==> src/audio_pin_pkg.sv <==
// Shared constants and carriers for primary audio port pin routing
package audio_pin_pkg;
	localparam int          PIN_CNT        = 13;
	localparam int          GPIO_CNT       = 10;
	localparam int          SYNC_STAGES    = 2;
	// Register offsets
	localparam logic [7:0]  OFS_KEEPER     = 8'h05;
	localparam logic [7:0]  OFS_BCLK       = 8'h08;
	localparam logic [7:0]  OFS_WCLK       = 8'h09;
	localparam logic [7:0]  OFS_DATA       = 8'h0c;
	// Reset values
	localparam logic [7:0]  RST_KEEPER     = 8'h00;
	localparam logic [7:0]  RST_BCLK       = 8'h00;
	localparam logic [7:0]  RST_WCLK       = 8'h08;
	localparam logic [7:0]  RST_DATA       = 8'h00;
	// Writable field masks, reserved bits read zero
	localparam logic [7:0]  MASK_KEEPER    = 8'h80;
	localparam logic [7:0]  MASK_BCLK      = 8'h7b;
	localparam logic [7:0]  MASK_WCLK      = 8'h7a;
	localparam logic [7:0]  MASK_DATA      = 8'h7b;
	// Field positions
	localparam int          BIT_KEEPER_PD  = 7;
	localparam int          SEL_HI         = 6;
	localparam int          SEL_LO         = 3;
	localparam int          BIT_INVERT     = 1;
	localparam int          BIT_FREE_RUN   = 0;
	localparam int          SRC_HI         = 1;
	localparam int          SRC_LO         = 0;
	// Pin codes
	localparam logic [3:0]  CODE_GPIO_LAST = 4'h9;
	localparam logic [3:0]  CODE_GPI_FIRST = 4'hc;
	localparam logic [3:0]  CODE_GPI_LAST  = 4'he;

	typedef enum logic [1:0] {
		SRC_NORMAL_ISENSE = 2'h0,
		SRC_LOOP_PRIMARY  = 2'h1,
		SRC_LOOP_SECOND   = 2'h2,
		SRC_NORMAL_CONFIG = 2'h3
	} out_source_e;

	typedef struct packed {
		logic [2:0] gpi;
		logic [9:0] gpio;
	} pin_bus_s;

	typedef struct packed {
		logic data;
		logic oe;
		logic keeper_pd;
	} serial_out_s;
endpackage

==> src/pin_code_select.sv <==
// Maps a four-bit pin code onto one of the synchronised port pins
module pin_code_select (
	input  wire logic [3:0]                  code,  // Pin select code
	input  wire audio_pin_pkg::pin_bus_s     pins,  // Synchronised pins
	output logic                             level, // Selected level, 0 if reserved
	output logic                             valid  // Code names a real pin
);
	always_comb begin
		level = 1'b0;
		valid = 1'b0;
		if (code <= audio_pin_pkg::CODE_GPIO_LAST) begin
			valid = 1'b1;
			level = pins.gpio[code];
		end else if (code >= audio_pin_pkg::CODE_GPI_FIRST &&
				code <= audio_pin_pkg::CODE_GPI_LAST) begin
			valid = 1'b1;
			level = pins.gpi[2'(code - audio_pin_pkg::CODE_GPI_FIRST)];
		end
	end
endmodule

==> src/audio_port_pin_routing.sv <==
// Primary audio port pin routing, clock polarity and serial output control
// Operation
// - Keeper bit set powers down the output keeper while output is tri-stated.
// - Bit clock comes from pin coded in bits 6-3; 0-9 GPIO, 12-14 GPI.
// - Bit clock invert bit set inverts bit clock polarity.
// - Free-run clear: clocks driven only when port active and codec powered.
// - Word clock pin chosen by bits 6-3, same code map, reset selects GPIO2.
// - Word clock invert bit set inverts word clock polarity.
// - Serial input comes from pin coded in bits 6-3, same code map.
// - Source 0: normal output, buffer enabled only while current sense powered.
// - Source 1 loops primary input back; source 2 loops second port input.
// - Source 3: normal output, buffer enable from port configuration alone.
// - Tri-state option releases output during extra bit clocks after data.
module audio_port_pin_routing (
	input  wire logic                    clk,              // 100 MHz clock
	input  wire logic                    rst_b,            // Async reset, active low
	input  wire logic                    reg_wr,           // Register write strobe
	input  wire logic [7:0]              reg_addr,         // Register offset
	input  wire logic [7:0]              reg_wdata,        // Write data
	output logic      [7:0]              reg_rdata,        // Read data
	input  wire audio_pin_pkg::pin_bus_s pins_in,          // Raw GPIO and GPI pins
	input  wire logic                    second_port_in,   // Second port serial input pin
	input  wire logic                    port_active,      // Port running
	input  wire logic                    codec_powered,    // Codec powered up
	input  wire logic                    isense_powered,   // Current sense powered
	input  wire logic                    port_drive,       // Port config wants output driven
	input  wire logic                    normal_data,      // Normal serial output bit
	input  wire logic                    tristate_option,  // Extra-cycle tri-state enable
	input  wire logic                    extra_cycles,     // Frame past its data slots
	output logic                         bit_clock,        // Routed bit clock, polarity applied
	output logic                         word_clock,       // Routed word clock, polarity applied
	output logic                         serial_in,        // Routed serial input
	output logic                         bit_clock_edge,   // Active bit clock edge pulse
	output logic                         clocks_out_en,    // Clock output drivers enabled
	output audio_pin_pkg::serial_out_s   serial_out        // Output pin data, enable, keeper
);
	logic                                rst_sync_q;
	logic                                rst_b_q;
	logic [7:0]                          keeper_q;
	logic [7:0]                          keeper_d;
	logic [7:0]                          bclk_cfg_q;
	logic [7:0]                          bclk_cfg_d;
	logic [7:0]                          wclk_cfg_q;
	logic [7:0]                          wclk_cfg_d;
	logic [7:0]                          data_cfg_q;
	logic [7:0]                          data_cfg_d;
	logic [audio_pin_pkg::PIN_CNT:0]     meta_q;
	logic [audio_pin_pkg::PIN_CNT:0]     sync_q;
	audio_pin_pkg::pin_bus_s             pins_sync;
	logic                                second_sync;
	logic                                bclk_sel;
	logic                                wclk_sel;
	logic                                din_sel;
	logic                                bclk_ok;
	logic                                wclk_ok;
	logic                                din_ok;
	logic                                bit_clock_q;
	logic                                bit_clock_d;
	logic                                word_clock_q;
	logic                                word_clock_d;
	logic                                serial_in_q;
	logic                                serial_in_d;
	logic                                edge_q;
	logic                                edge_d;
	logic                                clk_en_q;
	logic                                clk_en_d;
	audio_pin_pkg::serial_out_s          out_q;
	audio_pin_pkg::serial_out_s          out_d;
	audio_pin_pkg::out_source_e          src;

	// Reset release through two flops, assertion stays asynchronous
	always_ff @(posedge clk or negedge rst_b) begin
		if (!rst_b) begin
			rst_sync_q <= 1'b0;
			rst_b_q    <= 1'b0;
		end else begin
			rst_sync_q <= 1'b1;
			rst_b_q    <= rst_sync_q;
		end
	end

	// Pin synchronisers; the second port input rides the top bit
	genvar gi;
	generate
		for (gi = 0; gi <= audio_pin_pkg::PIN_CNT; gi++) begin : g_sync
			logic raw;
			if (gi < audio_pin_pkg::PIN_CNT) begin : g_pin
				assign raw = pins_in[gi];
			end else begin : g_second
				assign raw = second_port_in;
			end
			always_ff @(posedge clk or negedge rst_b_q) begin
				if (!rst_b_q) begin
					meta_q[gi] <= 1'b0;
					sync_q[gi] <= 1'b0;
				end else begin
					meta_q[gi] <= raw;
					sync_q[gi] <= meta_q[gi];
				end
			end
		end
	endgenerate

	assign pins_sync   = sync_q[audio_pin_pkg::PIN_CNT-1:0];
	assign second_sync = sync_q[audio_pin_pkg::PIN_CNT];

	// Register file
	always_comb begin
		keeper_d   = keeper_q;
		bclk_cfg_d = bclk_cfg_q;
		wclk_cfg_d = wclk_cfg_q;
		data_cfg_d = data_cfg_q;
		if (reg_wr) begin
			unique case (reg_addr)
				audio_pin_pkg::OFS_KEEPER: keeper_d   = reg_wdata & audio_pin_pkg::MASK_KEEPER;
				audio_pin_pkg::OFS_BCLK:   bclk_cfg_d = reg_wdata & audio_pin_pkg::MASK_BCLK;
				audio_pin_pkg::OFS_WCLK:   wclk_cfg_d = reg_wdata & audio_pin_pkg::MASK_WCLK;
				audio_pin_pkg::OFS_DATA:   data_cfg_d = reg_wdata & audio_pin_pkg::MASK_DATA;
				default: ;
			endcase
		end
	end

	always_ff @(posedge clk or negedge rst_b_q) begin
		if (!rst_b_q) begin
			keeper_q   <= audio_pin_pkg::RST_KEEPER;
			bclk_cfg_q <= audio_pin_pkg::RST_BCLK;
			wclk_cfg_q <= audio_pin_pkg::RST_WCLK;
			data_cfg_q <= audio_pin_pkg::RST_DATA;
		end else begin
			keeper_q   <= keeper_d;
			bclk_cfg_q <= bclk_cfg_d;
			wclk_cfg_q <= wclk_cfg_d;
			data_cfg_q <= data_cfg_d;
		end
	end

	// Unmapped offsets read zero
	always_comb begin
		unique case (reg_addr)
			audio_pin_pkg::OFS_KEEPER: reg_rdata = keeper_q;
			audio_pin_pkg::OFS_BCLK:   reg_rdata = bclk_cfg_q;
			audio_pin_pkg::OFS_WCLK:   reg_rdata = wclk_cfg_q;
			audio_pin_pkg::OFS_DATA:   reg_rdata = data_cfg_q;
			default:                   reg_rdata = 8'h00;
		endcase
	end

	pin_code_select u_bclk_sel (
		.code  (bclk_cfg_q[audio_pin_pkg::SEL_HI:audio_pin_pkg::SEL_LO]),
		.pins  (pins_sync),
		.level (bclk_sel),
		.valid (bclk_ok)
	);

	pin_code_select u_wclk_sel (
		.code  (wclk_cfg_q[audio_pin_pkg::SEL_HI:audio_pin_pkg::SEL_LO]),
		.pins  (pins_sync),
		.level (wclk_sel),
		.valid (wclk_ok)
	);

	pin_code_select u_din_sel (
		.code  (data_cfg_q[audio_pin_pkg::SEL_HI:audio_pin_pkg::SEL_LO]),
		.pins  (pins_sync),
		.level (din_sel),
		.valid (din_ok)
	);

	assign src = audio_pin_pkg::out_source_e'(
		data_cfg_q[audio_pin_pkg::SRC_HI:audio_pin_pkg::SRC_LO]);

	// Routing and output control
	always_comb begin
		// Invert only a real pin; an unconnected input stays low
		bit_clock_d  = bclk_ok & (bclk_sel ^ bclk_cfg_q[audio_pin_pkg::BIT_INVERT]);
		word_clock_d = wclk_ok & (wclk_sel ^ wclk_cfg_q[audio_pin_pkg::BIT_INVERT]);
		serial_in_d  = din_ok & din_sel;
		edge_d       = bit_clock_d & ~bit_clock_q;
		clk_en_d     = bclk_cfg_q[audio_pin_pkg::BIT_FREE_RUN] |
			(port_active & codec_powered);
		out_d        = '0;
		unique case (src)
			audio_pin_pkg::SRC_NORMAL_ISENSE: begin
				out_d.data = normal_data;
				out_d.oe   = port_drive & isense_powered;
			end
			audio_pin_pkg::SRC_LOOP_PRIMARY: begin
				out_d.data = serial_in_d;
				out_d.oe   = port_drive;
			end
			audio_pin_pkg::SRC_LOOP_SECOND: begin
				out_d.data = second_sync;
				out_d.oe   = port_drive;
			end
			audio_pin_pkg::SRC_NORMAL_CONFIG: begin
				out_d.data = normal_data;
				out_d.oe   = port_drive;
			end
		endcase
		if (tristate_option && extra_cycles) begin
			out_d.oe = 1'b0;
		end
		out_d.keeper_pd = keeper_q[audio_pin_pkg::BIT_KEEPER_PD] & ~out_d.oe;
	end

	always_ff @(posedge clk or negedge rst_b_q) begin
		if (!rst_b_q) begin
			bit_clock_q  <= 1'b0;
			word_clock_q <= 1'b0;
			serial_in_q  <= 1'b0;
			edge_q       <= 1'b0;
			clk_en_q     <= 1'b0;
			out_q        <= '0;
		end else begin
			bit_clock_q  <= bit_clock_d;
			word_clock_q <= word_clock_d;
			serial_in_q  <= serial_in_d;
			edge_q       <= edge_d;
			clk_en_q     <= clk_en_d;
			out_q        <= out_d;
		end
	end

	assign bit_clock      = bit_clock_q;
	assign word_clock     = word_clock_q;
	assign serial_in      = serial_in_q;
	assign bit_clock_edge = edge_q;
	assign clocks_out_en  = clk_en_q;
	assign serial_out     = out_q;

	a_keeper_follows: assert property (@(posedge clk) disable iff (!rst_b_q)
		out_q.keeper_pd == ($past(keeper_q[audio_pin_pkg::BIT_KEEPER_PD]) && !out_q.oe))
		else $error("keeper power-down does not track tri-state");

	a_bclk_gpio1: assert property (@(posedge clk) disable iff (!rst_b_q)
		$past(bclk_cfg_q[audio_pin_pkg::SEL_HI:audio_pin_pkg::SEL_LO]) == 4'h0
		&& !$past(bclk_cfg_q[audio_pin_pkg::BIT_INVERT])
		|-> bit_clock_q == $past(sync_q[0]))
		else $error("bit clock not taken from first GPIO");

	a_bclk_invert: assert property (@(posedge clk) disable iff (!rst_b_q)
		$past(bclk_cfg_q[audio_pin_pkg::SEL_HI:audio_pin_pkg::SEL_LO]) == 4'hc
		&& $past(bclk_cfg_q[audio_pin_pkg::BIT_INVERT])
		|-> bit_clock_q == !$past(sync_q[audio_pin_pkg::GPIO_CNT]))
		else $error("inverted bit clock from first GPI wrong");

	a_clock_gate: assert property (@(posedge clk) disable iff (!rst_b_q)
		!bclk_cfg_q[audio_pin_pkg::BIT_FREE_RUN] && !port_active ##1
		!$past(bclk_cfg_q[audio_pin_pkg::BIT_FREE_RUN]) |-> !clocks_out_en)
		else $error("clocks enabled while port idle");

	a_wclk_gpio2: assert property (@(posedge clk) disable iff (!rst_b_q)
		$past(wclk_cfg_q) == audio_pin_pkg::RST_WCLK |-> word_clock_q == $past(sync_q[1]))
		else $error("word clock not taken from second GPIO");

	a_wclk_invert: assert property (@(posedge clk) disable iff (!rst_b_q)
		$past(wclk_cfg_q[audio_pin_pkg::SEL_HI:audio_pin_pkg::SEL_LO]) == 4'h1
		&& $past(wclk_cfg_q[audio_pin_pkg::BIT_INVERT])
		|-> word_clock_q == !$past(sync_q[1]))
		else $error("inverted word clock wrong");

	a_din_route: assert property (@(posedge clk) disable iff (!rst_b_q)
		$past(data_cfg_q[audio_pin_pkg::SEL_HI:audio_pin_pkg::SEL_LO]) == 4'he
		|-> serial_in_q == $past(sync_q[audio_pin_pkg::PIN_CNT-1]))
		else $error("serial input not from third GPI");

	a_isense_gate: assert property (@(posedge clk) disable iff (!rst_b_q)
		src == audio_pin_pkg::SRC_NORMAL_ISENSE && !isense_powered |=> !out_q.oe)
		else $error("output driven without current sense power");

	a_loop_second: assert property (@(posedge clk) disable iff (!rst_b_q)
		src == audio_pin_pkg::SRC_LOOP_SECOND |=> out_q.data == $past(sync_q[audio_pin_pkg::PIN_CNT]))
		else $error("second port loopback data wrong");

	a_config_drive: assert property (@(posedge clk) disable iff (!rst_b_q)
		src == audio_pin_pkg::SRC_NORMAL_CONFIG && port_drive
		&& !(tristate_option && extra_cycles) |=> out_q.oe)
		else $error("configured output not driven");

	a_extra_release: assert property (@(posedge clk) disable iff (!rst_b_q)
		tristate_option && extra_cycles |=> !out_q.oe)
		else $error("output driven during extra bit clocks");

	a_reserved_low: assert property (@(posedge clk) disable iff (!rst_b_q)
		$past(bclk_cfg_q[audio_pin_pkg::SEL_HI:audio_pin_pkg::SEL_LO]) inside {4'ha, 4'hb, 4'hf}
		|-> !bit_clock_q && !edge_q)
		else $error("reserved bit clock code not held low");

	a_wclk_reserved: assert property (@(posedge clk) disable iff (!rst_b_q)
		$past(wclk_cfg_q[audio_pin_pkg::SEL_HI:audio_pin_pkg::SEL_LO]) inside {4'ha, 4'hb, 4'hf}
		|-> !word_clock_q)
		else $error("reserved word clock code not held low");

	a_loop_primary: assert property (@(posedge clk) disable iff (!rst_b_q)
		src == audio_pin_pkg::SRC_LOOP_PRIMARY |=> out_q.data == serial_in_q)
		else $error("primary loopback data wrong");

	a_edge_pulse: assert property (@(posedge clk) disable iff (!rst_b_q)
		edge_q |-> bit_clock_q && !$past(bit_clock_q))
		else $error("bit clock edge pulse without a rising edge");
endmodule

==> config.mk <==
export PLATFORM = sky130hd
export DESIGN_NAME = audio_port_pin_routing
export DESIGN_NICKNAME = d
export VERILOG_FILES = /design/src/audio_pin_pkg.sv /design/src/pin_code_select.sv /design/src/audio_port_pin_routing.sv
export SDC_FILE = /design/constraint.sdc
export NUM_CORES = 1
export LEC_CHECK = 0
export BUFFER_PORTS_ARGS = -buffer_cell sky130_fd_sc_hd__buf_4
export CAP_MARGIN = 20
export CORE_MARGIN = 8
export CORE_UTILIZATION = 40
export DETAILED_ROUTE_END_ITERATION = 10
export PLACE_DENSITY = 0.62
export SLEW_MARGIN = 20
export SYNTH_ARGS = -nofsm -noshare
export SYNTH_HDL_FRONTEND = slang
export SYNTH_HIERARCHICAL = 1
export SYNTH_SLANG_ARGS = --single-unit
==> constraint.sdc <==
create_clock -name clk -period 2.6 [get_ports clk]
set_clock_uncertainty 0.05 [all_clocks]
set_input_delay 0.52 -clock clk [delete_from_list [all_inputs] [get_ports clk]]
set_output_delay 0.52 -clock clk [all_outputs]
set_load 0.005 [all_outputs]
; ---- Word-level counts from Yosys, hierarchy flattened
; Cells that the tools add are included.
[classes]
add_sub_neg = 3
order_cmp = 15
eq_ne = 7
muxes = 27
n_bitwise = 12
reduce_logical = 9
[ops]
columns = op, count
row1 = $pmux W8 S4, 1
row2 = $eq A8 B4 Y1 const B, 3
row3 = $le A4 B4 Y1 const B, 6
row4 = $mux W1, 19
row5 = $lt A4 B5 Y1 const B, 3
row6 = $bmux W1 S4, 3
row7 = $ge A4 B4 Y1 const B, 3
row8 = $lt A2 B3 Y1 const B, 3
row9 = $eq A8 B3 Y1 const B, 1
row10 = $pmux W2 S4, 1
row11 = $reduce_and A2 Y1, 4
row12 = $and A1 B1 Y1, 7
row13 = $bmux W1 S2, 3
row14 = $sub A2 B1 Y2 const B, 3
row15 = $eq A2 B2 Y1 const B, 2
row16 = $logic_and A1 B1 Y1, 4
row17 = $eq A2 B1 Y1 const B, 1
row18 = $logic_not A2 Y1, 1
row19 = $not A1 Y1, 2
row20 = $xor A1 B1 Y1, 2
row21 = $or A1 B1 Y1, 1
[totals]
reg_bits = 56
elab_cells = 115

; ---- Logic depth before layout (Yosys ltp)
; Gate-level depths: netlist of the first run.
[depth]
ltp_word = 10
mapped_depth = 7
ltp_nobuf = 6

; ---- Hierarchy
; Netlist of the first run, hierarchy kept.
[modules_own_cells]
columns = mod, instances, cells_each, area_per_inst_um2, seq_area_each_um2
row1 = audio_port_pin_routing, 1, 130, 2000.7, 1402.6
row2 = pin_code_select, 3, 14, 146.4, 0.0

; ---- Worst setup path after synthesis of the first run
; No wires, ideal clock.
[synth_timing]
kind = reg-to-reg
start = reg wclk_cfg_q[3]
end = reg word_clock_q, in the netlist word_clock
t_arrival_ns = 1.806
t_required_ns = 2.431
path_slack_ns = 0.625
stages_incl_launch_ff = 7
n_path_buf = 1
period_less_slack_ns = 1.975
cell_sequence = dfstp_2 > buf_6 > mux4_2 > a2bb2oi_1 > a211o_1 > xor2_1 > and2_1
[synth_via]
elab_chain_len = 7
word_cells_on_any_way = 15
[synth_rtl]
columns = item, line
row1 = start: declaration, audio_port_pin_routing.sv:43  ; logic [7:0] wclk_cfg_q;
row2 = start signal: assignment, audio_port_pin_routing.sv:128  ; wclk_cfg_q <= audio_pin_pkg::RST_WCLK;
row3 = start signal: assignment, audio_port_pin_routing.sv:133  ; wclk_cfg_q <= wclk_cfg_d;
row4 = $sub A2 B1 Y2, pin_code_select.sv:17  ; level = pins.gpi[2'(code - audio_pin_pkg::CODE_GPI_FIRST)];
row5 = $bmux W1 S2, pin_code_select.sv:17
row6 = $mux W1 (implied by the code), pin_code_select.sv:17
row7 = $mux W1, pin_code_select.sv:14  ; end else if (code >= audio_pin_pkg::CODE_GPI_FIRST &&
row8 = $mux W1 *, pin_code_select.sv:11  ; if (code <= audio_pin_pkg::CODE_GPIO_LAST) begin
row9 = net wclk_sel, audio_port_pin_routing.sv:52  ; logic wclk_sel;
row10 = $xor A1 B1 Y1 *, audio_port_pin_routing.sv:177  ; word_clock_d = wclk_ok & (wclk_sel ^ wclk_cfg_q[audio_pin_pkg::BIT_INVERT]);
row11 = $and A1 B1 Y1 *, audio_port_pin_routing.sv:177
row12 = net word_clock_d, audio_port_pin_routing.sv:60  ; logic word_clock_d;
row13 = end signal: assignment, audio_port_pin_routing.sv:217  ; word_clock_q <= word_clock_d;
row14 = end: declaration, audio_port_pin_routing.sv:59  ; logic word_clock_q;
; The timed path passes the listed nets; every way through them passes the cells marked *. The select of a mux whose other input is x is not followed.
; A chain may end at the register's enable or synchronous reset.

; ---- Final worst setup path of the first run
[layout_timing]
start = in reg_addr[4]
end = out reg_rdata[0]
[layout_via]
elab_chain_len = 2
word_cells_on_any_way = 5
[layout_rtl]
columns = item, line
row1 = start: declaration, audio_port_pin_routing.sv:18  ; input wire logic [7:0] reg_addr,
row2 = $eq A8 B4 Y1 or $eq A8 B3 Y1 (tied branches), audio_port_pin_routing.sv:140  ; unique case (reg_addr)
row3 = $pmux W8 S4 *, audio_port_pin_routing.sv:140
row4 = end: declaration, audio_port_pin_routing.sv:20  ; output logic [7:0] reg_rdata,
; Every way passes the cells marked *; elsewhere a longest branch is shown, timed or not.

==> results by group, run 1 <==
Die
  • IO Pins: 56
  • Die area: 0.008855 mm²
  • Initial Util: 41.21%
  • Cell Rows: 28
  • Core ar.: 0.005921 mm²
  • Die X: 94.10 µm
  • Die Ht: 94.10 µm

Detailed routing
  • DR iter-0 viols: 66
  • Via density: 4.993
  • Total iterations of the first detailed-routing run: 4
  • Routed WL per cell: 16.17 µm
  • Drt drc: 0
  • Final wirelength: 4915 µm
  • Vias after detailed routing: 1,518
  • Final ANT Viol Nets: 0

Synthesis
  • Synth top area share: 56.41%
  • Post-synthesis cell count: 172
  • Number of synthesized register bits: 56
  • Largest cells by area after synthesis: dfrtp_1 56%, mux2_2 8.3%, mux2i_1 4.9%
  • Post-Syn Nets: 212
  • Count of cell types in the netlist: 37
  • Mapped Area: 0.002440 mm²
  • Warnings, synthesis: 6
  • Area leader, netlist: dfrtp_1
  • Seq/Total Area, Yosys: 57.49%
  • Mean Syn Cell Area: 14.19 µm²

Clock network
  • Post-CTS sizing: 0
  • TritonCTS buffer count: 5
  • Max H-tree Level: 2
  • Root buffer cell: clkbuf_8
  • Clk slew on worst S/H paths: 0.09 ns
  • CTS tree: yes
  • Num Clock Sinks: 56
  • Clk_lat worst skew: 0.31 ns
  • CTS Buffer Depth: 2

Min path
  • Hold Crit Class: in2reg
  • Hold depth: 1

Final layout
  • Multi-input logic area: 960.9 µm²
  • Final nets: 268
  • Filler cell count: 531
  • Commonest non-fill, non-tap cells in the layout: 55 x buf_4, 54 x dfrtp_1, 18 x mux2_2
  • Commonest non-fill, non-tap cell in the layout: buf_4
  • Layout cells sized above 1: 41.92%
  • ANT cells: 0
  • Seq. cell area: 0.001406 mm²
  • Area grow syn2layout: 23.08%

Setup path
  • CP Buf/Inv Count: 2
  • Critical path depth in cells: 5
  • Type of the worst setup path: in2out
  • Crit path max fanout: 6
  • CP max-delay cell: nor4b_4
  • FF-to-FF path depth: 5
  • CP dominant cell by count: buf_4
  • Kind of start point of the critical path: primary input
  • CP max stage delay: 0.37 ns
  • Data arrival, critical path: 1.63 ns
  • Crit path cell chain: buf_4 -> nor4b_4 -> nand2_1 -> nor3_1 -> buf_4
  • Delay-heaviest family, CP: simple AND/OR/NAND/NOR gates
  • Required time worst endpoint: 2.03 ns
  • Worst setup EP type: output pin

Power and ir drop
  • Pwr/cell area: 569.7 mW/mm²
  • Sw Pwr: 382.5 µW
  • Worst IR Drop VDD: 0.3498 mV
  • Power share of the clock group: 32.4%
  • Internal power: 1.328 mW
  • Sequential power share: 57.0%
  • Comb pwr share: 10.6%
  • Switching share of power: 22.36%
  • P_leak: 1.412 nW
  • Power consumption: 1.711 mW

STA
  • Hold slack: 0.2671 ns
  • Final hold vios: 0
  • Rel. slew slack: 60.13%
  • Period minus WS final: 2.202 ns
  • Fmax: 0.4542 GHz
  • Worst Tran Pin Value: 0.5981 ns
  • # setup viols final: 0
  • RSZ-0062 raised after global routing: false
  • Fin Setup TNS: 0 ns
  • Final slew viol count: 0
  • Tcrit/Tclk final: 84.68%

Placed design
  • Gpl congestion: 0.8323
  • DP HPWL: 3706 µm
  • IO Port Bufs: 53

GRT
  • Vias in the first global route: 1,572
  • GRT Total Usage: 11.52%
  • First-pass GRT wire length: 7990 µm
  • Initial antenna violation count: 0
  • Gr ovfl total: 0
  • Pin count of the biggest net entering global routing: 49

Job
  • Max-cap viol count: 0

Run status
  • Outcome: finished, final reports clean
-- kinds of logic (layout without fill, tap and decap cells) --
| group | after synthesis | in the layout | synth area share (%) |
|---|---|---|---|
| mux | 36 | 36 | 19.23 |
| other cells | 2 | 2 | 0.3078 |
| buf+inv | 10 | 67 | 3.128 |
| flops | 56 | 56 | 57.49 |
| compound gates | 21 | 21 | 6.154 |
| simple gates | 45 | 45 | 12.97 |
| xor+xnor | 2 | 2 | 0.7181 |
-- registers in the layout, indices dropped and copies added, names as in the netlist --
name	flops
bclk_cfg_q	6
keeper_q	1
word_clock	1
bit_clock	1
wclk_cfg_q	5
bit_clock_edge	1
pins_sync	13
second_sync	1
clocks_out_en	1
rst_b_q	1
meta_q	14
serial_out	3
data_cfg_q	6
rst_sync_q	1
serial_in	1
-- per-layer routing --
layer  share of wire (%)  vias up  GRT usage, %
met5                   0        -             0
met3                 5.6        5         3.038
met2                  47       38         18.20
met1                  46      739         14.85
li1                    -      736             -
met4                 1.0        0         3.963
-- power by group through the flow --
stage	combinational [mW]	clock (mW)	sequential (mW)
after floorplan	0.100	0	0.978
after global placement	0.179	0	0.993
after detailed placement	0.182	0	0.995
after CTS	0.184	0.575	0.978
after global routing	0.200	0.603	0.988
final	0.181	0.555	0.975
-- layout make-up --
class                   count  area share, %
repair buffers             56          14.08
clock buffers               6          2.417
flip-flops and latches     56          46.83
clock inverters             2          1.167
well taps                  75          3.125
multi-input cells         106          32.00
inverters                   3         0.3750
-- Yosys cell counts, drive strengths merged --
library cell / n
and4b: 1
a21o: 1
a211o: 3
and3: 1
nor3: 1
nor2: 1
conb: 2
dfrtp: 55
a211oi: 1
mux4: 6
and2: 4
buf: 7
nand4: 1
o311a: 1
nand2: 8
nor2b: 5
or2: 5
dfstp: 1
nor3b: 3
inv: 3
and2b: 3
a2bb2oi: 3
a21oi: 5
nand3: 1
mux2i: 12
nor4b: 6
xor2: 2
mux2: 18
a31oi: 4
nand4b: 1
o211ai: 3
nand2b: 4
-- worst paths after layout --
check / slack, ns / from / endpoint
max reg2reg: 0.49 / wclk_cfg_q[3]$_DFFE_PN1P_ / word_clock$_DFF_PN0_
max: 0.40 / reg_addr[4] / reg_rdata[0]
min in group asynchronous: 0.30 / rst_b_q$_DFF_PN0_ / serial_out[2]$_DFF_PN0_
max in group asynchronous: 1.67 / rst_b_q$_DFF_PN0_ / meta_q[1]$_DFF_PN0_
min reg2reg: 0.30 / rst_b_q$_DFF_PN0_ / serial_out[2]$_DFF_PN0_
min: 0.27 / pins_in[10] / meta_q[10]$_DFF_PN0_
-- through the flow --
stage / instance area, µm² / worst slack (ns) / util [%] / instances
2_1_floorplan: 2440 / 0.6247 / - / 172
3_3_place_gp: 2883 / 0.4166 / 48.69 / 295
3_5_place_dp: 2883 / 0.3976 / 48.69 / 295
4_1_cts: 3000 / 0.3858 / 50.68 / 304
5_1_grt: 3003 / 0.3367 / 50.72 / 304
6_report: 3003 / 0.3984 / 50.72 / 304
-- repair_timing --
action | CTS | global route
endpoints found under the setup margin | 0 | 0
setup buffers | 0 | 0
hold buffers | 1 | 0
endpoints found under the hold margin | 2 | 0
Note: power is estimated with default switching activity, not from simulation.
==> run 2: changes to the inputs <==
==> constraint.sdc (replaced) <==
create_clock -name clk -period 2.1 [get_ports clk]
set_clock_uncertainty 0.05 [all_clocks]
set_input_delay 0.42 -clock clk [delete_from_list [all_inputs] [get_ports clk]]
set_output_delay 0.42 -clock clk [all_outputs]
set_load 0.005 [all_outputs]
==> run 2 against run 1 <==
Compared with the run above: setup slack got worse by 0.29 ns; combinational power is 38% higher; register-to-register slack got worse by 0.39 ns; first-iteration DRC count is 33% lower; clock-buffer cell count unchanged; cell area rose by 0.67%; clock power grew 8.8%; critical path type is now reg2reg; critical endpoint is now bit_clock_edge$_DFF_PN0_.
==> results by group, run 2 (synthesized netlist as in run 1, its figures left out) <==
Setup path
  • Worst reg2reg startpoint: bclk_cfg_q[3]$_DFFE_PN0P_
  • Kind of start point of the critical path: flip-flop
  • Worst Setup SP: bclk_cfg_q[3]$_DFFE_PN0P_
  • Delay-heaviest family, CP: multiplexers
  • Required time worst endpoint: 2.25 ns
  • CP Buf/Inv Count: 0
  • CP max stage delay: 0.57 ns
  • Type of the worst setup path: reg2reg
  • Crit path cell chain: mux4_1 -> nor3b_1 -> a211o_1 -> xor2_1 -> and2_1 -> nor2b_1
  • Data arrival, critical path: 2.14 ns
  • CP max-delay cell: mux4_1
  • Worst setup EP type: flip-flop
  • Crit path max fanout: 5

Power and ir drop
  • P_leak: 1.425 nW
  • Sw Pwr: 477.2 µW
  • Sequential power share: 58.2%
  • Power share of the clock group: 29.6%
  • Worst IR Drop VDD: 0.3889 mV
  • Internal power: 1.565 mW
  • Pwr/cell area: 675.5 mW/mm²
  • Power consumption: 2.042 mW
  • Comb pwr share: 12.2%
  • Switching share of power: 23.37%

GRT
  • GRT Total Usage: 11.67%
  • Pin count of the biggest net entering global routing: 55
  • GRT met1 Usage: 14.39%
  • Initial antenna violation count: 0
  • First-pass GRT wire length: 8217 µm
  • Vias in the first global route: 1,652
  • Most used routing layer: met2
  • Met3 Usage GRT: 4.317%
  • Met2 usage: 18.55%
  • Gr ovfl total: 0

Min path
  • Hold Path Origin: second_port_in
  • Hold Crit Class: in2reg

STA
  • Final hold vios: 0
  • # setup viols final: 0
  • Rel. slew slack: 56.71%
  • Fmax: 0.5012 GHz
  • Hold slack: 0.1697 ns
  • Tcrit/Tclk final: 95.00%
  • Period minus WS final: 1.995 ns
  • RSZ-0062 raised after global routing: false
  • Fin Setup TNS: 0 ns
  • Worst Tran Pin Value: 0.6493 ns
  • Final slew viol count: 0

Final layout
  • Final nets: 272
  • Layout cells sized above 1: 44.64%
  • Max FFs per register: 14
  • Area grow syn2layout: 23.90%
  • Seq. cell area: 0.001408 mm²
  • Multi-input logic area: 960.9 µm²
  • ANT cells: 0
  • Commonest non-fill, non-tap cell in the layout: buf_4
  • Largest reg by FF count: meta_q
  • Filler cell count: 521
  • Commonest non-fill, non-tap cells in the layout: 59 x buf_4, 51 x dfrtp_1, 18 x mux2_2

Clock network
  • TritonCTS buffer count: 5
  • Post-CTS Setup Bufs: 0
  • CTS Buffer Depth: 2
  • Clk_lat worst skew: 0.30 ns
  • Clk slew on worst S/H paths: 0.10 ns
  • Max H-tree Level: 2
  • CTS tree: yes
  • Root buffer cell: clkbuf_8
  • Num Clock Sinks: 56

Run status
  • Outcome: finished, final reports clean

Placed design
  • IO Port Bufs: 53
  • DP HPWL: 3770 µm
  • Gpl congestion: 0.7587

Die
  • Die X: 94.10 µm
  • Die area: 0.008855 mm²
  • Core ar.: 0.005921 mm²
  • Cell Rows: 28
  • Initial Util: 41.21%
  • Die Ht: 94.10 µm
  • IO Pins: 56

Detailed routing
  • Vias after detailed routing: 1,562
  • Total iterations of the first detailed-routing run: 4
  • Via density: 5.071
  • Final ANT Viol Nets: 0
  • DR iter-0 viols: 44
  • Routed WL per cell: 16.18 µm
  • Final wirelength: 4982 µm
  • Drt drc: 0

Job
  • Max-cap viol count: 0
run 2: per-stage QoR:
| step | utilization (%) | setup slack, ns | cells | instance area (µm²) |
|---|---|---|---|---|
| finish | 51.06 | 0.1049 | 308 | 3023 |
| detailed placement | 49.20 | 0.03329 | 299 | 2913 |
| floorplan | - | 0.1247 | 172 | 2440 |
| CTS | 50.99 | 0.01948 | 308 | 3019 |
| global route | 51.06 | 0.01626 | 308 | 3023 |
| global placement | 49.20 | 0.08021 | 299 | 2913 |
run 2: what timing repair did:
item / CTS / global route
hold endpoints to repair: 2 / 0
resized for setup: 0 / 3
setup endpoints to repair: 0 / 3
hold buffers: 1 / 0
run 2: path summary, 6_finish.rpt:
check | slack, ns | cells after the start | end
setup / recovery | 0.10 | 6 | bit_clock_edge$_DFF_PN0_
hold / removal | 0.17 | 1 | meta_q[13]$_DFF_PN0_
setup reg to reg | 0.10 | 6 | bit_clock_edge$_DFF_PN0_
hold reg to reg | 0.30 | 0 | pins_sync[2]$_DFF_PN0_
max in group asynchronous | 1.20 | 1 | data_cfg_q[3]$_DFFE_PN0P_
min in group asynchronous | 0.33 | 1 | meta_q[13]$_DFF_PN0_
run 2: area by class of cell:
class	count	share of cell area [%]
clock buffer	6	2.732
clock inverter	2	0.4553
inverter	3	0.3725
multi-input combinational	106	31.79
sequential	56	46.56
tap	75	3.104
timing repair buffer	60	14.98
run 2: power groups by stage:
stage                     logic [mW]  registers, mW  clock network (mW)
after floorplan                0.124           1.21                   0
after global placement         0.248           1.21                   0
after detailed placement       0.251           1.21                   0
after CTS                      0.253           1.19               0.631
after global routing           0.276           1.20               0.673
final                          0.249           1.19               0.604
run 2: layer usage:
layer,wire length (µm),vias to the layer above
li1,-,740
met1,2213,782
met2,2403,35
met3,326,5
met4,38,0
met5,0,-
==> run 3: changes to the inputs <==
--- a/config.mk
+++ b/config.mk
@@ -8,9 +8,9 @@
 export BUFFER_PORTS_ARGS = -buffer_cell sky130_fd_sc_hd__buf_4
 export CAP_MARGIN = 20
 export CORE_MARGIN = 8
-export CORE_UTILIZATION = 40
+export CORE_UTILIZATION = 53
 export DETAILED_ROUTE_END_ITERATION = 10
-export PLACE_DENSITY = 0.62
+export PLACE_DENSITY = 0.79
 export SLEW_MARGIN = 20
 export SYNTH_ARGS = -nofsm -noshare
 export SYNTH_HDL_FRONTEND = slang
==> run 3 against run 2 <==
Compared with the run above: final cell count shrank 7.1%; routed wire length fell by 3.7%; first-iteration DRC count grew 20%; register-to-register slack is essentially flat; power grew 9.6%; fmax barely moved; utilization rose by 18 points; sequential share of layout area shrank 0.49 points; non-clock buffer count is 1 higher; clock-buffer cell count stayed put; critical path type unchanged; critical endpoint is now word_clock$_DFF_PN0_; largest cell class unchanged; largest power group unchanged.
==> results by group, run 3 (synthesized netlist as in run 1, its figures left out) <==
Die
  • Initial Util: 55.65%
  • Cell Rows: 24
  • Core ar.: 0.004384 mm²
  • Die X: 83.85 µm
  • IO Pins: 56
  • Die Ht: 83.85 µm
  • Die area: 0.007031 mm²

STA
  • Final slew viol count: 0
  • Hold slack: 0.1682 ns
  • Fin Setup TNS: 0 ns
  • Tcrit/Tclk final: 95.04%
  • Final hold vios: 0
  • Fmax: 0.5010 GHz
  • Rel. slew slack: 61.25%
  • RSZ-0062 raised after global routing: false
  • Worst Tran Pin Value: 0.5812 ns
  • # setup viols final: 0
  • Period minus WS final: 1.996 ns

GRT
  • Vias in the first global route: 1,681
  • Pin count of the biggest net entering global routing: 30
  • Gr ovfl total: 0
  • GRT Total Usage: 13.75%
  • Initial antenna violation count: 0
  • First-pass GRT wire length: 7928 µm

Final layout
  • Final nets: 273
  • Commonest non-fill, non-tap cell in the layout: buf_4
  • Largest reg by FF count: meta_q
  • Layout cells sized above 1: 43.16%
  • ANT cells: 0
  • Layout Cells excl Fill: 286
  • Max FFs per register: 14
  • Commonest non-fill, non-tap cells in the layout: 59 x buf_4, 54 x dfrtp_1, 18 x mux2_2
  • Area grow syn2layout: 24.87%
  • Final core utilization: 69.49%

Min path
  • Hold Crit Class: in2reg
  • Hold Path Origin: pins_in[0]

Placed design
  • Gpl congestion: 0.8447
  • IO Port Bufs: 53
  • DP HPWL: 3680 µm
  • Cell Count Post-Placement: 276

Setup path
  • Type of the worst setup path: reg2reg
  • Worst setup EP type: flip-flop
  • CP max stage delay: 0.59 ns
  • Crit path cell chain: mux4_1 -> nor3b_1 -> a211o_1 -> xor2_1 -> and2_1
  • Crit path max fanout: 4
  • Worst reg2reg startpoint: wclk_cfg_q[3]$_DFFE_PN1P_
  • Required time worst endpoint: 2.25 ns
  • Data arrival, critical path: 2.15 ns
  • Worst Setup SP: wclk_cfg_q[3]$_DFFE_PN1P_
  • Kind of start point of the critical path: flip-flop
  • CP max-delay cell: mux4_1

Detailed routing
  • DR iter-0 viols: 53
  • Final wirelength: 4798 µm
  • Via density: 5.538
  • Drt drc: 0
  • Total iterations of the first detailed-routing run: 4
  • Vias after detailed routing: 1,584
  • Final ANT Viol Nets: 0
  • Routed WL per cell: 16.78 µm

Power and ir drop
  • Pwr/cell area: 734.5 mW/mm²
  • Worst IR Drop VDD: 0.4891 mV
  • P_leak: 1.454 nW

Clock network
  • Clk_lat worst skew: 0.30 ns
  • Post-CTS sizing: 0
  • Max H-tree Level: 2
  • Root buffer cell: clkbuf_8
  • Clk slew on worst S/H paths: 0.09 ns
  • Num Clock Sinks: 56
  • TritonCTS buffer count: 5
  • CTS Buffer Depth: 2
  • CTS tree: yes

Run status
  • Outcome: finished, final reports clean

Job
  • Max-cap viol count: 0
-- run 3: what timing repair did --
| action | in CTS | in global routing |
|---|---|---|
| hold buffers | 1 | 0 |
| setup endpoints to repair | 0 | 1 |
| hold endpoints to repair | 2 | 0 |
| setup buffers | 0 | 1 |
-- run 3: worst paths after layout --
check / cells past startpoint / slack, ns / end
max: 5 / 0.10 / word_clock$_DFF_PN0_
min: 1 / 0.17 / meta_q[0]$_DFF_PN0_
max reg2reg: 5 / 0.10 / word_clock$_DFF_PN0_
min reg2reg: 0 / 0.23 / bclk_cfg_q[4]$_DFFE_PN0P_
max in group asynchronous: 1 / 1.16 / wclk_cfg_q[3]$_DFFE_PN1P_
min in group asynchronous: 0 / 0.23 / bclk_cfg_q[4]$_DFFE_PN0P_
-- run 3: layout make-up --
type | instances | area [µm²]
clock inverters | 2 | 60.06
fillers | 315 | 1338
clock buffers | 6 | 72.57
inverters | 3 | 11.26
repair buffers | 61 | 473.0
well taps | 52 | 65.06
multi-input cells | 106 | 960.9
flip-flops and latches | 56 | 1404
-- run 3: critical path: cells and delay by family, from the launching register on --
kind	cells	cell delay, ns
AND/OR/NAND/NOR	2	0.31
AO/OA/AOI/OAI	1	0.24
multiplexers	1	0.59
XOR/XNOR	1	0.14
flip-flops	1	0.58
-- run 3: power by group --
part / internal (mW) / switching, mW
registers: 1.14 / 0.0547
logic: 0.156 / 0.0879
clock network: 0.476 / 0.321
-- run 3: per-layer routing --
| layer | GRT usage [%] | part of all wire, % |
|---|---|---|
| met1 | 17.10 | 45 |
| met2 | 22.25 | 49 |
| met3 | 4.199 | 5.4 |
| met4 | 4.239 | 1.2 |
| met5 | 0 | 0 |
-- run 3: stage by stage --
stage	total power [mW]	setup slack [ns]	cell area (µm²)
floorplan	1.335	0.1247	2440
finish	2.238	0.1041	3047
global route	2.324	0.007375	3047
CTS	2.258	0.08161	3039
global placement	1.454	0.1515	2897
detailed placement	1.463	0.1245	2897
